## config.mk

```make
export PLATFORM = sky130hd
export DESIGN_NAME = pem_port_e_mux
export DESIGN_NICKNAME = d
export VERILOG_FILES = /design/src/pem_pin_select.v /design/src/pem_port_e_mux.v
export VERILOG_INCLUDE_DIRS = /design/src
export SDC_FILE = /design/constraint.sdc
export NUM_CORES = 1
export LEC_CHECK = 0
export ABC_AREA = 1
export BUFFER_PORTS_ARGS = -buffer_cell sky130_fd_sc_hd__buf_2
export CORE_MARGIN = 2
export CORE_UTILIZATION = 40
export CTS_BUF_LIST = sky130_fd_sc_hd__clkbuf_2 sky130_fd_sc_hd__clkbuf_4 sky130_fd_sc_hd__clkbuf_8
export DETAILED_ROUTE_END_ITERATION = 10
export HOLD_SLACK_MARGIN = 0.03
export PLACE_DENSITY = 0.66
export SLEW_MARGIN = 10
export SYNTH_ARGS = -nofsm -noshare
export SYNTH_HDL_FRONTEND = slang
export SYNTH_SLANG_ARGS = --single-unit
export TNS_END_PERCENT = 5
```

## constraint.sdc

```tcl
create_clock -name clk -period 4.1 [get_ports clk]
set_input_delay 0.205 -clock clk [delete_from_list [all_inputs] [get_ports clk]]
set_output_delay 0.205 -clock clk [all_outputs]
set_load 0.03 [all_outputs]
```

## src/pem_consts.vh

```
`ifndef PEM_CONSTS_VH
`define PEM_CONSTS_VH
// ------------------------------------------------------------
// register map (word aligned byte addresses)
// ------------------------------------------------------------
`define PEM_ADDR_W 8
`define PEM_OFS_FUNC_SEL 8'h00
`define PEM_OFS_DIR 8'h04
`define PEM_OFS_DATA 8'h08
`define PEM_OFS_MODE 8'h0c
`define PEM_OFS_PIN_IN 8'h10
`define PEM_REG_W 16
`define PEM_BUS_W 32
`define PEM_MODE_W 2
`define PEM_FUNC_SEL_RST 16'h0000
`define PEM_DIR_RST 16'h0000
`define PEM_DATA_RST 16'h0000
// ------------------------------------------------------------
// chip operating modes
// ------------------------------------------------------------
`define PEM_MODE_EXP_ROM_OFF 2'h0
`define PEM_MODE_EXP_ROM_ON 2'h1
`define PEM_MODE_SINGLE 2'h2
// ------------------------------------------------------------
// bus encodings
// ------------------------------------------------------------
`define PEM_HTRANS_NONSEQ_BIT 1
`define PEM_HRESP_OKAY 1'h0
`endif

```

## src/pem_pin_select.v

```verilog
`include "pem_consts.vh"

// per-pin function decision, purely combinational
module pem_pin_select (
    input wire [1:0] chipMode,
    input wire [15:0] funcSel,
    output reg [15:0] addrSel
);
    always @* begin
        case (chipMode)
            `PEM_MODE_EXP_ROM_OFF: addrSel = 16'hffff;
            `PEM_MODE_EXP_ROM_ON: addrSel = funcSel;
            `PEM_MODE_SINGLE: addrSel = 16'h0000;
            default: addrSel = 16'h0000;
        endcase
    end
endmodule

```

## src/pem_port_e_mux.v

```verilog
`include "pem_consts.vh"

// How it works
// - expanded mode, rom off: all pins are address outputs
// - expanded mode, rom on: each pin selectable, select register honoured
// - single-chip mode: all pins general-purpose, select register ignored
// - select bit n governs only pin n, shared with address line n
// - rom on: bit 0 means general-purpose, bit 1 means address line
// - power-on or hardware standby clears select; watchdog reset keeps it
// - select register kept through software standby and sleep
// - general-purpose pin: direction bit 1 is output, 0 is input
module pem_port_e_mux (
    input wire clk,
    input wire rst_b,
    input wire hwStandby,
    input wire [1:0] chipMode,
    input wire [15:0] addressBus,
    input wire [15:0] padIn,
    input wire hsel,
    input wire [31:0] haddr,
    input wire [1:0] htrans,
    input wire hwrite,
    input wire [2:0] hsize,
    input wire [31:0] hwdata,
    input wire hready,
    output reg [31:0] hrdata,
    output reg hreadyout,
    output reg hresp,
    output reg [15:0] padOut,
    output reg [15:0] padOe,
    output reg [15:0] addrActive
);
    // ------------------------------------------------------------
    // helpers
    // ------------------------------------------------------------
    // per-pin choice: a set select bit takes the first operand
    function [`PEM_REG_W-1:0] pick;
        input [`PEM_REG_W-1:0] sel;
        input [`PEM_REG_W-1:0] whenSet;
        input [`PEM_REG_W-1:0] whenClr;
        begin
            pick = (sel & whenSet) | (~sel & whenClr);
        end
    endfunction

    // one compare for every register offset
    function hit;
        input [`PEM_ADDR_W-1:0] addr;
        input [`PEM_ADDR_W-1:0] ofs;
        begin
            hit = (addr == ofs);
        end
    endfunction

    // registers sit in the low half of the bus; upper half reads 0
    function [`PEM_BUS_W-1:0] widen;
        input [`PEM_REG_W-1:0] val;
        begin
            widen = {{(`PEM_BUS_W-`PEM_REG_W){1'b0}}, val};
        end
    endfunction

    // ------------------------------------------------------------
    // registers
    // ------------------------------------------------------------
    reg [`PEM_REG_W-1:0] funcSel_r;
    reg [`PEM_REG_W-1:0] dir_r;
    reg [`PEM_REG_W-1:0] data_r;
    reg wrPend_r;
    reg [`PEM_ADDR_W-1:0] wrAddr_r;
    reg [`PEM_REG_W-1:0] funcSel_nxt;
    reg [`PEM_REG_W-1:0] dir_nxt;
    reg [`PEM_REG_W-1:0] data_nxt;
    reg [`PEM_REG_W-1:0] padOut_nxt;
    reg [`PEM_REG_W-1:0] padOe_nxt;
    reg [`PEM_BUS_W-1:0] rdNxt;
    wire [`PEM_REG_W-1:0] addrSel;
    wire [`PEM_REG_W-1:0] wrVal;
    wire [`PEM_BUS_W-1:0] modeWord;
    wire accept;
    wire wrFuncSel;
    wire wrDir;
    wire wrData;
    wire [`PEM_ADDR_W-1:0] reqAddr;

    // ------------------------------------------------------------
    // bus decode
    // ------------------------------------------------------------
    // hsize is ignored: every register is one whole word
    assign accept = hsel && hready && htrans[`PEM_HTRANS_NONSEQ_BIT];
    assign reqAddr = haddr[`PEM_ADDR_W-1:0];
    assign wrVal = hwdata[`PEM_REG_W-1:0];
    assign modeWord = {{(`PEM_BUS_W-`PEM_MODE_W){1'b0}}, chipMode};
    assign wrFuncSel = wrPend_r && hit(wrAddr_r, `PEM_OFS_FUNC_SEL);
    assign wrDir = wrPend_r && hit(wrAddr_r, `PEM_OFS_DIR);
    assign wrData = wrPend_r && hit(wrAddr_r, `PEM_OFS_DATA);

    // mode decode kept apart so the per-pin rule sits in one place
    pem_pin_select uSel (
        .chipMode(chipMode),
        .funcSel(funcSel_r),
        .addrSel(addrSel)
    );

    // ------------------------------------------------------------
    // read mux
    // ------------------------------------------------------------
    // next values are read so a read right behind a write sees it
    always @* begin
        case (reqAddr)
            `PEM_OFS_FUNC_SEL: rdNxt = widen(funcSel_nxt);
            `PEM_OFS_DIR: rdNxt = widen(dir_nxt);
            `PEM_OFS_DATA: rdNxt = widen(data_nxt);
            `PEM_OFS_MODE: rdNxt = modeWord;
            `PEM_OFS_PIN_IN: rdNxt = widen(padIn);
            default: rdNxt = {`PEM_BUS_W{1'b0}};
        endcase
    end

    // ------------------------------------------------------------
    // ahb-lite slave: zero wait states, write data lands in phase 2
    // ------------------------------------------------------------
    // never stalls and never errors, so both stay constant
    always @(posedge clk or negedge rst_b) begin
        if (!rst_b) begin
            hreadyout <= 1'b1;
            hresp <= `PEM_HRESP_OKAY;
        end else begin
            hreadyout <= 1'b1;
            hresp <= `PEM_HRESP_OKAY;
        end
    end

    // address phase captured; write data only arrives one edge later
    always @(posedge clk or negedge rst_b) begin
        if (!rst_b) begin
            wrPend_r <= 1'b0;
            wrAddr_r <= {`PEM_ADDR_W{1'b0}};
        end else begin
            wrPend_r <= accept && hwrite;
            if (accept) begin
                wrAddr_r <= reqAddr;
            end
        end
    end

    // read data taken at the address edge, held until the next read
    always @(posedge clk or negedge rst_b) begin
        if (!rst_b) begin
            hrdata <= {`PEM_BUS_W{1'b0}};
        end else if (accept && !hwrite) begin
            hrdata <= rdNxt;
        end
    end

    // ------------------------------------------------------------
    // software registers
    // ------------------------------------------------------------
    // standby wins over a write landing in the same cycle
    always @* begin
        funcSel_nxt = funcSel_r;
        dir_nxt = dir_r;
        data_nxt = data_r;
        if (hwStandby) begin
            funcSel_nxt = `PEM_FUNC_SEL_RST;
            dir_nxt = `PEM_DIR_RST;
            data_nxt = `PEM_DATA_RST;
        end else begin
            if (wrFuncSel) begin
                funcSel_nxt = wrVal;
            end
            if (wrDir) begin
                dir_nxt = wrVal;
            end
            if (wrData) begin
                data_nxt = wrVal;
            end
        end
    end

    // rst_b is the power-on reset; a watchdog reset must not reach it
    always @(posedge clk or negedge rst_b) begin
        if (!rst_b) begin
            funcSel_r <= `PEM_FUNC_SEL_RST;
            dir_r <= `PEM_DIR_RST;
            data_r <= `PEM_DATA_RST;
        end else begin
            // no sleep or software standby input: contents simply hold
            funcSel_r <= funcSel_nxt;
            dir_r <= dir_nxt;
            data_r <= data_nxt;
        end
    end

    // ------------------------------------------------------------
    // pad drive, registered; one cycle behind the address bus
    // ------------------------------------------------------------
    // address pins always drive, whatever the direction register says
    always @* begin
        padOut_nxt = pick(addrSel, addressBus, data_r);
        padOe_nxt = pick(addrSel, {`PEM_REG_W{1'b1}}, dir_r);
    end

    // registered so pads never glitch while the mode settles
    always @(posedge clk or negedge rst_b) begin
        if (!rst_b) begin
            padOut <= {`PEM_REG_W{1'b0}};
            padOe <= {`PEM_REG_W{1'b0}};
            addrActive <= {`PEM_REG_W{1'b0}};
        end else begin
            addrActive <= addrSel;
            padOut <= padOut_nxt;
            padOe <= padOe_nxt;
        end
    end
endmodule

```

=== Word-level counts from Yosys, hierarchy flattened ===
Index checks and enable logic that the tools add are counted.

* Flip-flop bits (word level): 137
* Input bits: 109

* Equal/unequal tests: 7
* Multiplexer cells: 8
* Bitwise operators: 6
* Reduce and logical (&&, ||, !) cells: 11

{| class="wikitable"
|+ Operator list
! operator !! count
|-
| 16-bit two-way mux || 6
|-
| 16-bit one-hot mux with 5 select lines || 1
|-
| 16-bit bitwise AND || 3
|-
| 16-bit OR || 2
|-
| 16-bit one-hot mux with 2 select lines || 1
|-
| 8-bit by 4-bit == test with 1-bit output, second input constant || 3
|-
| 8-bit by 3-bit == test with 1-bit output, second input constant || 2
|-
| 8-bit zero test || 2
|-
| 16-bit NOT || 1
|-
| 8-bit by 5-bit == test with 1-bit output, second input constant || 1
|-
| 1-bit logical AND || 7
|-
| 2-bit by 1-bit == test with 1-bit output, second input constant || 1
|-
| 2-bit zero test || 1
|-
| 1-bit zero test || 1
|}

=== Logic depth before layout (Yosys ltp) ===
* Depth after elaboration: 5
* Mapped depth: 11
* Depth with buffers taken out: 10

=== Cells and area by module ===
Synthesis repeated with hierarchy kept, for this count alone.

* Cell total of the unflattened synthesis: 685
* Area, all modules: 5826.8 um2

{| class="wikitable"
|+ Modules (own cells, without submodules)
! module !! times used !! cells each !! area each (um2)
|-
| pem_port_e_mux || 1 || 649 || 5601.6
|-
| pem_pin_select || 1 || 36 || 225.2
|}

=== Least setup slack after synthesis ===
No wires, ideal clock.

* Kind: reg2reg
* Start: reg wrAddr_r[1]
* End: reg hrdata[1]
* Library setup time: 0.120 ns
* Data arrival time: 1.280 ns
* Required time: 3.980 ns
* Path slack: 2.700 ns
* Cell stages (with the launch flop): 10
* Cells stage by stage: dfrtp_1 -> nor2_2 -> nand2_2 -> nor2_8 -> buf_4 -> nand3_1 -> nand4_1 -> nand2_1 -> o21ai_1 -> nand2_1

* Word-level cells in the longest chain between the ends: 5

{| class="wikitable"
|+ RTL lines
! element !! RTL line !! RTL
|-
| start, declared || pem_port_e_mux.v:70 || <nowiki>reg [`PEM_ADDR_W-1:0] wrAddr_r;</nowiki>
|-
| start signal, assigned || pem_port_e_mux.v:138 || <nowiki>wrAddr_r <= {`PEM_ADDR_W{1'b0}};</nowiki>
|-
| start signal, assigned || pem_port_e_mux.v:142 || <nowiki>wrAddr_r <= reqAddr;</nowiki>
|-
| 8-bit by 4-bit == test with 1-bit output, or another cell as far along || pem_port_e_mux.v:51 || <nowiki>hit = (addr == ofs);</nowiki>
|-
| 1-bit logical AND (on tied branches) || pem_port_e_mux.v:96, pem_port_e_mux.v:94, pem_port_e_mux.v:95 ||
|-
| 16-bit two-way mux (on tied branches) || pem_port_e_mux.v:175, pem_port_e_mux.v:169, pem_port_e_mux.v:172 ||
|-
| 16-bit two-way mux || pem_port_e_mux.v:164 || <nowiki>if (hwStandby) begin</nowiki>
|-
| 16-bit one-hot mux with 5 select lines (*) || pem_port_e_mux.v:110 || <nowiki>case (reqAddr)</nowiki>
|-
| end signal, assigned || pem_port_e_mux.v:150 || <nowiki>hrdata <= {`PEM_BUS_W{1'b0}};</nowiki>
|-
| end signal, assigned || pem_port_e_mux.v:152 || <nowiki>hrdata <= rdNxt;</nowiki>
|-
| end, declared || pem_port_e_mux.v:26 || <nowiki>output reg [31:0] hrdata,</nowiki>
|}

Mark *: on every way between the ends. The rest lies on a longest branch, timed or not.
A chain may end at the register's enable or synchronous reset.

=== Worst setup path after layout ===
* Start: reg wrAddr_r[2]
* End: reg hrdata[7]

The elaborated chain is that of the path after synthesis.

==> run metrics <==
outcome complete, no violations; post-route ant nets 0; leakage power 4.15 nW; slowest CP cell nand2_2; Initial Utilization 41.0%; final hold viol count 0; #FFs+latches synth 121; slowest stage delay, CP 0.56 ns; Worst-path clk slew 0.07 ns; Top Family by Delay on Critical Path simple AND/OR/NAND/NOR gates; worst path bufs/invs 1; TritonRoute pass-1 iters 4; share of post-route cells with drive strength above 1 24.8%; Critical Path Start Type flip-flop; # clock sinks 121; # Post-CTS Setup Buffers 0; Clock Skew 0.00842 ns; Cells after DPL 934; power per cell area 401 nW/um^2; Req. time, crit path 4.43 ns; fin cells 986; area of the mapped netlist 5710 um^2; die area 15300 um^2; Max FO, Critical Path 17; Mapped Cells 656; largest net degree at the start of global routing 67; vias in the first global route 4533; Final HPWL DP 10100 um; FP Rows 43; DRC violation count after routing 0; clk buf depth 2; Antenna diodes 0; Area Overhead vs Synth 22.8%; peak supply drop 0.189 mV; Peak Freq 460 MHz; GRT Overall Usage 20.7%; crit share post-route 53.0%; Worst Setup End Kind flip-flop; CTS buffer count 17; R2R depth 8; r2r endpoint hrdata[7]$_DFFE_PN0P_; most frequent cells in the layout 155 x nand2_1, 127 x buf_2, 121 x dfrtp_1; Slew Viols, Final 0; setup ws final 1.93 ns; drt total wl 15000 um; CTS Root Cell clkbuf_8; Port Buffers 128; CTS resizes 0; hold endpoint wrAddr_r[1]$_DFFE_PN0P_; CP cell instances nand2_1 -> clkinv_1 -> nand2_2 -> nand2_1 -> nand4_1 -> nand2_1 -> o21ai_1 -> nand2_1; Nets 902; Hold WC Path Type in -> reg; Die H 124 um; Final setup viols 0; CTS tree done; syn avg cell area 8.71 um^2; Clk Latency, worst-skew pair 0.45 ns; Worst EP arrival 2.50 ns; Hold WS 0.0620 ns; GR Overflow Total 0; RSZ-0062 raised after global routing false; WS Path Type reg -> reg; Tmin final 2.17 ns; max_cap viols 0; RD Place Congestion 0.788; Hold Buf Count CTS 20; DP Worst Slack 1.80 ns; worst r2r src wrAddr_r[2]$_DFFE_PN0P_; Seq/Total Area, Yosys 53.0%; fin area 7020 um^2; post-synthesis cell type count 31; hold path depth 2; Hold Path Origin haddr[1]; commonest non-fill, non-tap cell in the layout nand2_1; most frequent CP cell nand2_1; Yosys warnings 0; number of I/O pins 191; via count 4819; Slew HR 39.9%; first-pass GRT wire length 23500 um; Die W 124 um; Least-Margin Pin Slew 0.901 ns; DR WL/cell 15.2 um; initial detailed-routing violation count 254; htree depth 4; total core area 13900 um^2; initial antenna violation count 0; flop-to-flop setup slack 1.93 ns; setup_tns 0 ns; Avg Vias per Cell 4.89; dpl cell area 6340 um^2
-- registers in the layout (all words and copies together) (netlist names) --
signal / cells
hrdata: 16
funcSel_r: 16
dir_r: 16
wrPend_r: 1
wrAddr_r: 8
padOe: 16
data_r: 16
addrActive: 16
padOut: 16
-- metal layers --
metal / track usage (%) / vias to the layer above / part of all wire (%)
met5: 0 / - / 0
met4: 8.74 / 0 / 2.0
met3: 4.80 / 26 / 6.7
met2: 31.7 / 177 / 46
met1: 28.1 / 2224 / 46
li1: - / 2392 / -
-- worst reg2reg max path, cell delays in order (launching register included) --
cell	delay [ns]
dfrtp_1	0.40
nand2_1	0.07
clkinv_1	0.49
nand2_2	0.56
nand2_1	0.13
nand4_1	0.09
nand2_1	0.06
o21ai_1	0.18
nand2_1	0.08
-- report_power, final --
part	total (mW)	internal (mW)	switching, mW	leakage [nW]
combinational	0.300	0.0839	0.216	2.27
sequential	1.25	1.23	0.0145	1.63
clock	1.27	0.799	0.470	0.249
total	2.82	2.12	0.700	4.15
-- cell usage after synthesis, drive strengths merged --
cell | number | area (um^2)
nand2 | 161 | 624
o21ai | 38 | 190
nor3 | 3 | 26.3
inv | 78 | 293
a21oi | 17 | 85.1
and3 | 48 | 300
nand3 | 53 | 270
and2 | 1 | 6.26
nand4 | 50 | 313
dlymetal6s2s | 1 | 12.5
clkbuf | 13 | 58.8
buf | 36 | 265
dfrtp | 121 | 3030
or2 | 16 | 100
mux2 | 2 | 22.5
nor2 | 13 | 100
clkinv | 3 | 11.3
conb | 2 | 7.51
-- per-stage QoR --
step | util, % | total power, mW
3_5_place_dp | 45.5 | 1.56
5_1_grt | 50.4 | 2.92
2_1_floorplan | - | 1.46
4_1_cts | 50.4 | 2.84
3_3_place_gp | 45.5 | 1.56
6_report | 50.4 | 2.82
-- how the worst max path moves through the flow --
stage                     cells after the start                     to                    start
after floorplan                               9  hrdata[1]$_DFFE_PN0P_  wrAddr_r[1]$_DFFE_PN0P_
after global placement                        8  hrdata[8]$_DFFE_PN0P_                htrans[1]
after detailed placement                      8  hrdata[8]$_DFFE_PN0P_                htrans[1]
after CTS                                     8  hrdata[7]$_DFFE_PN0P_  wrAddr_r[2]$_DFFE_PN0P_
after global routing                          8  hrdata[7]$_DFFE_PN0P_  wrAddr_r[2]$_DFFE_PN0P_
final                                         8  hrdata[7]$_DFFE_PN0P_  wrAddr_r[2]$_DFFE_PN0P_
-- final cells by class --
cell class              instances  area (um^2)
well taps                     180          225
clock inverters                 6          130
clock buffers                  26          352
flip-flops and latches        121         3030
repair buffers                152          873
inverters                      81          304
multi-input cells             420         2110
fillers                      1316         6920
-- logic make-up after synthesis --
| logic type | after synthesis | synth area share (%) |
|---|---|---|
| buffers and inverters | 131 | 11.2 |
| and+or+nand+nor | 345 | 30.5 |
| DFF | 121 | 53.0 |
| muxes | 2 | 0.394 |
| other | 2 | 0.131 |
| AOI/OAI and AO/OA | 55 | 4.82 |
(Power assumes the default switching activity.)
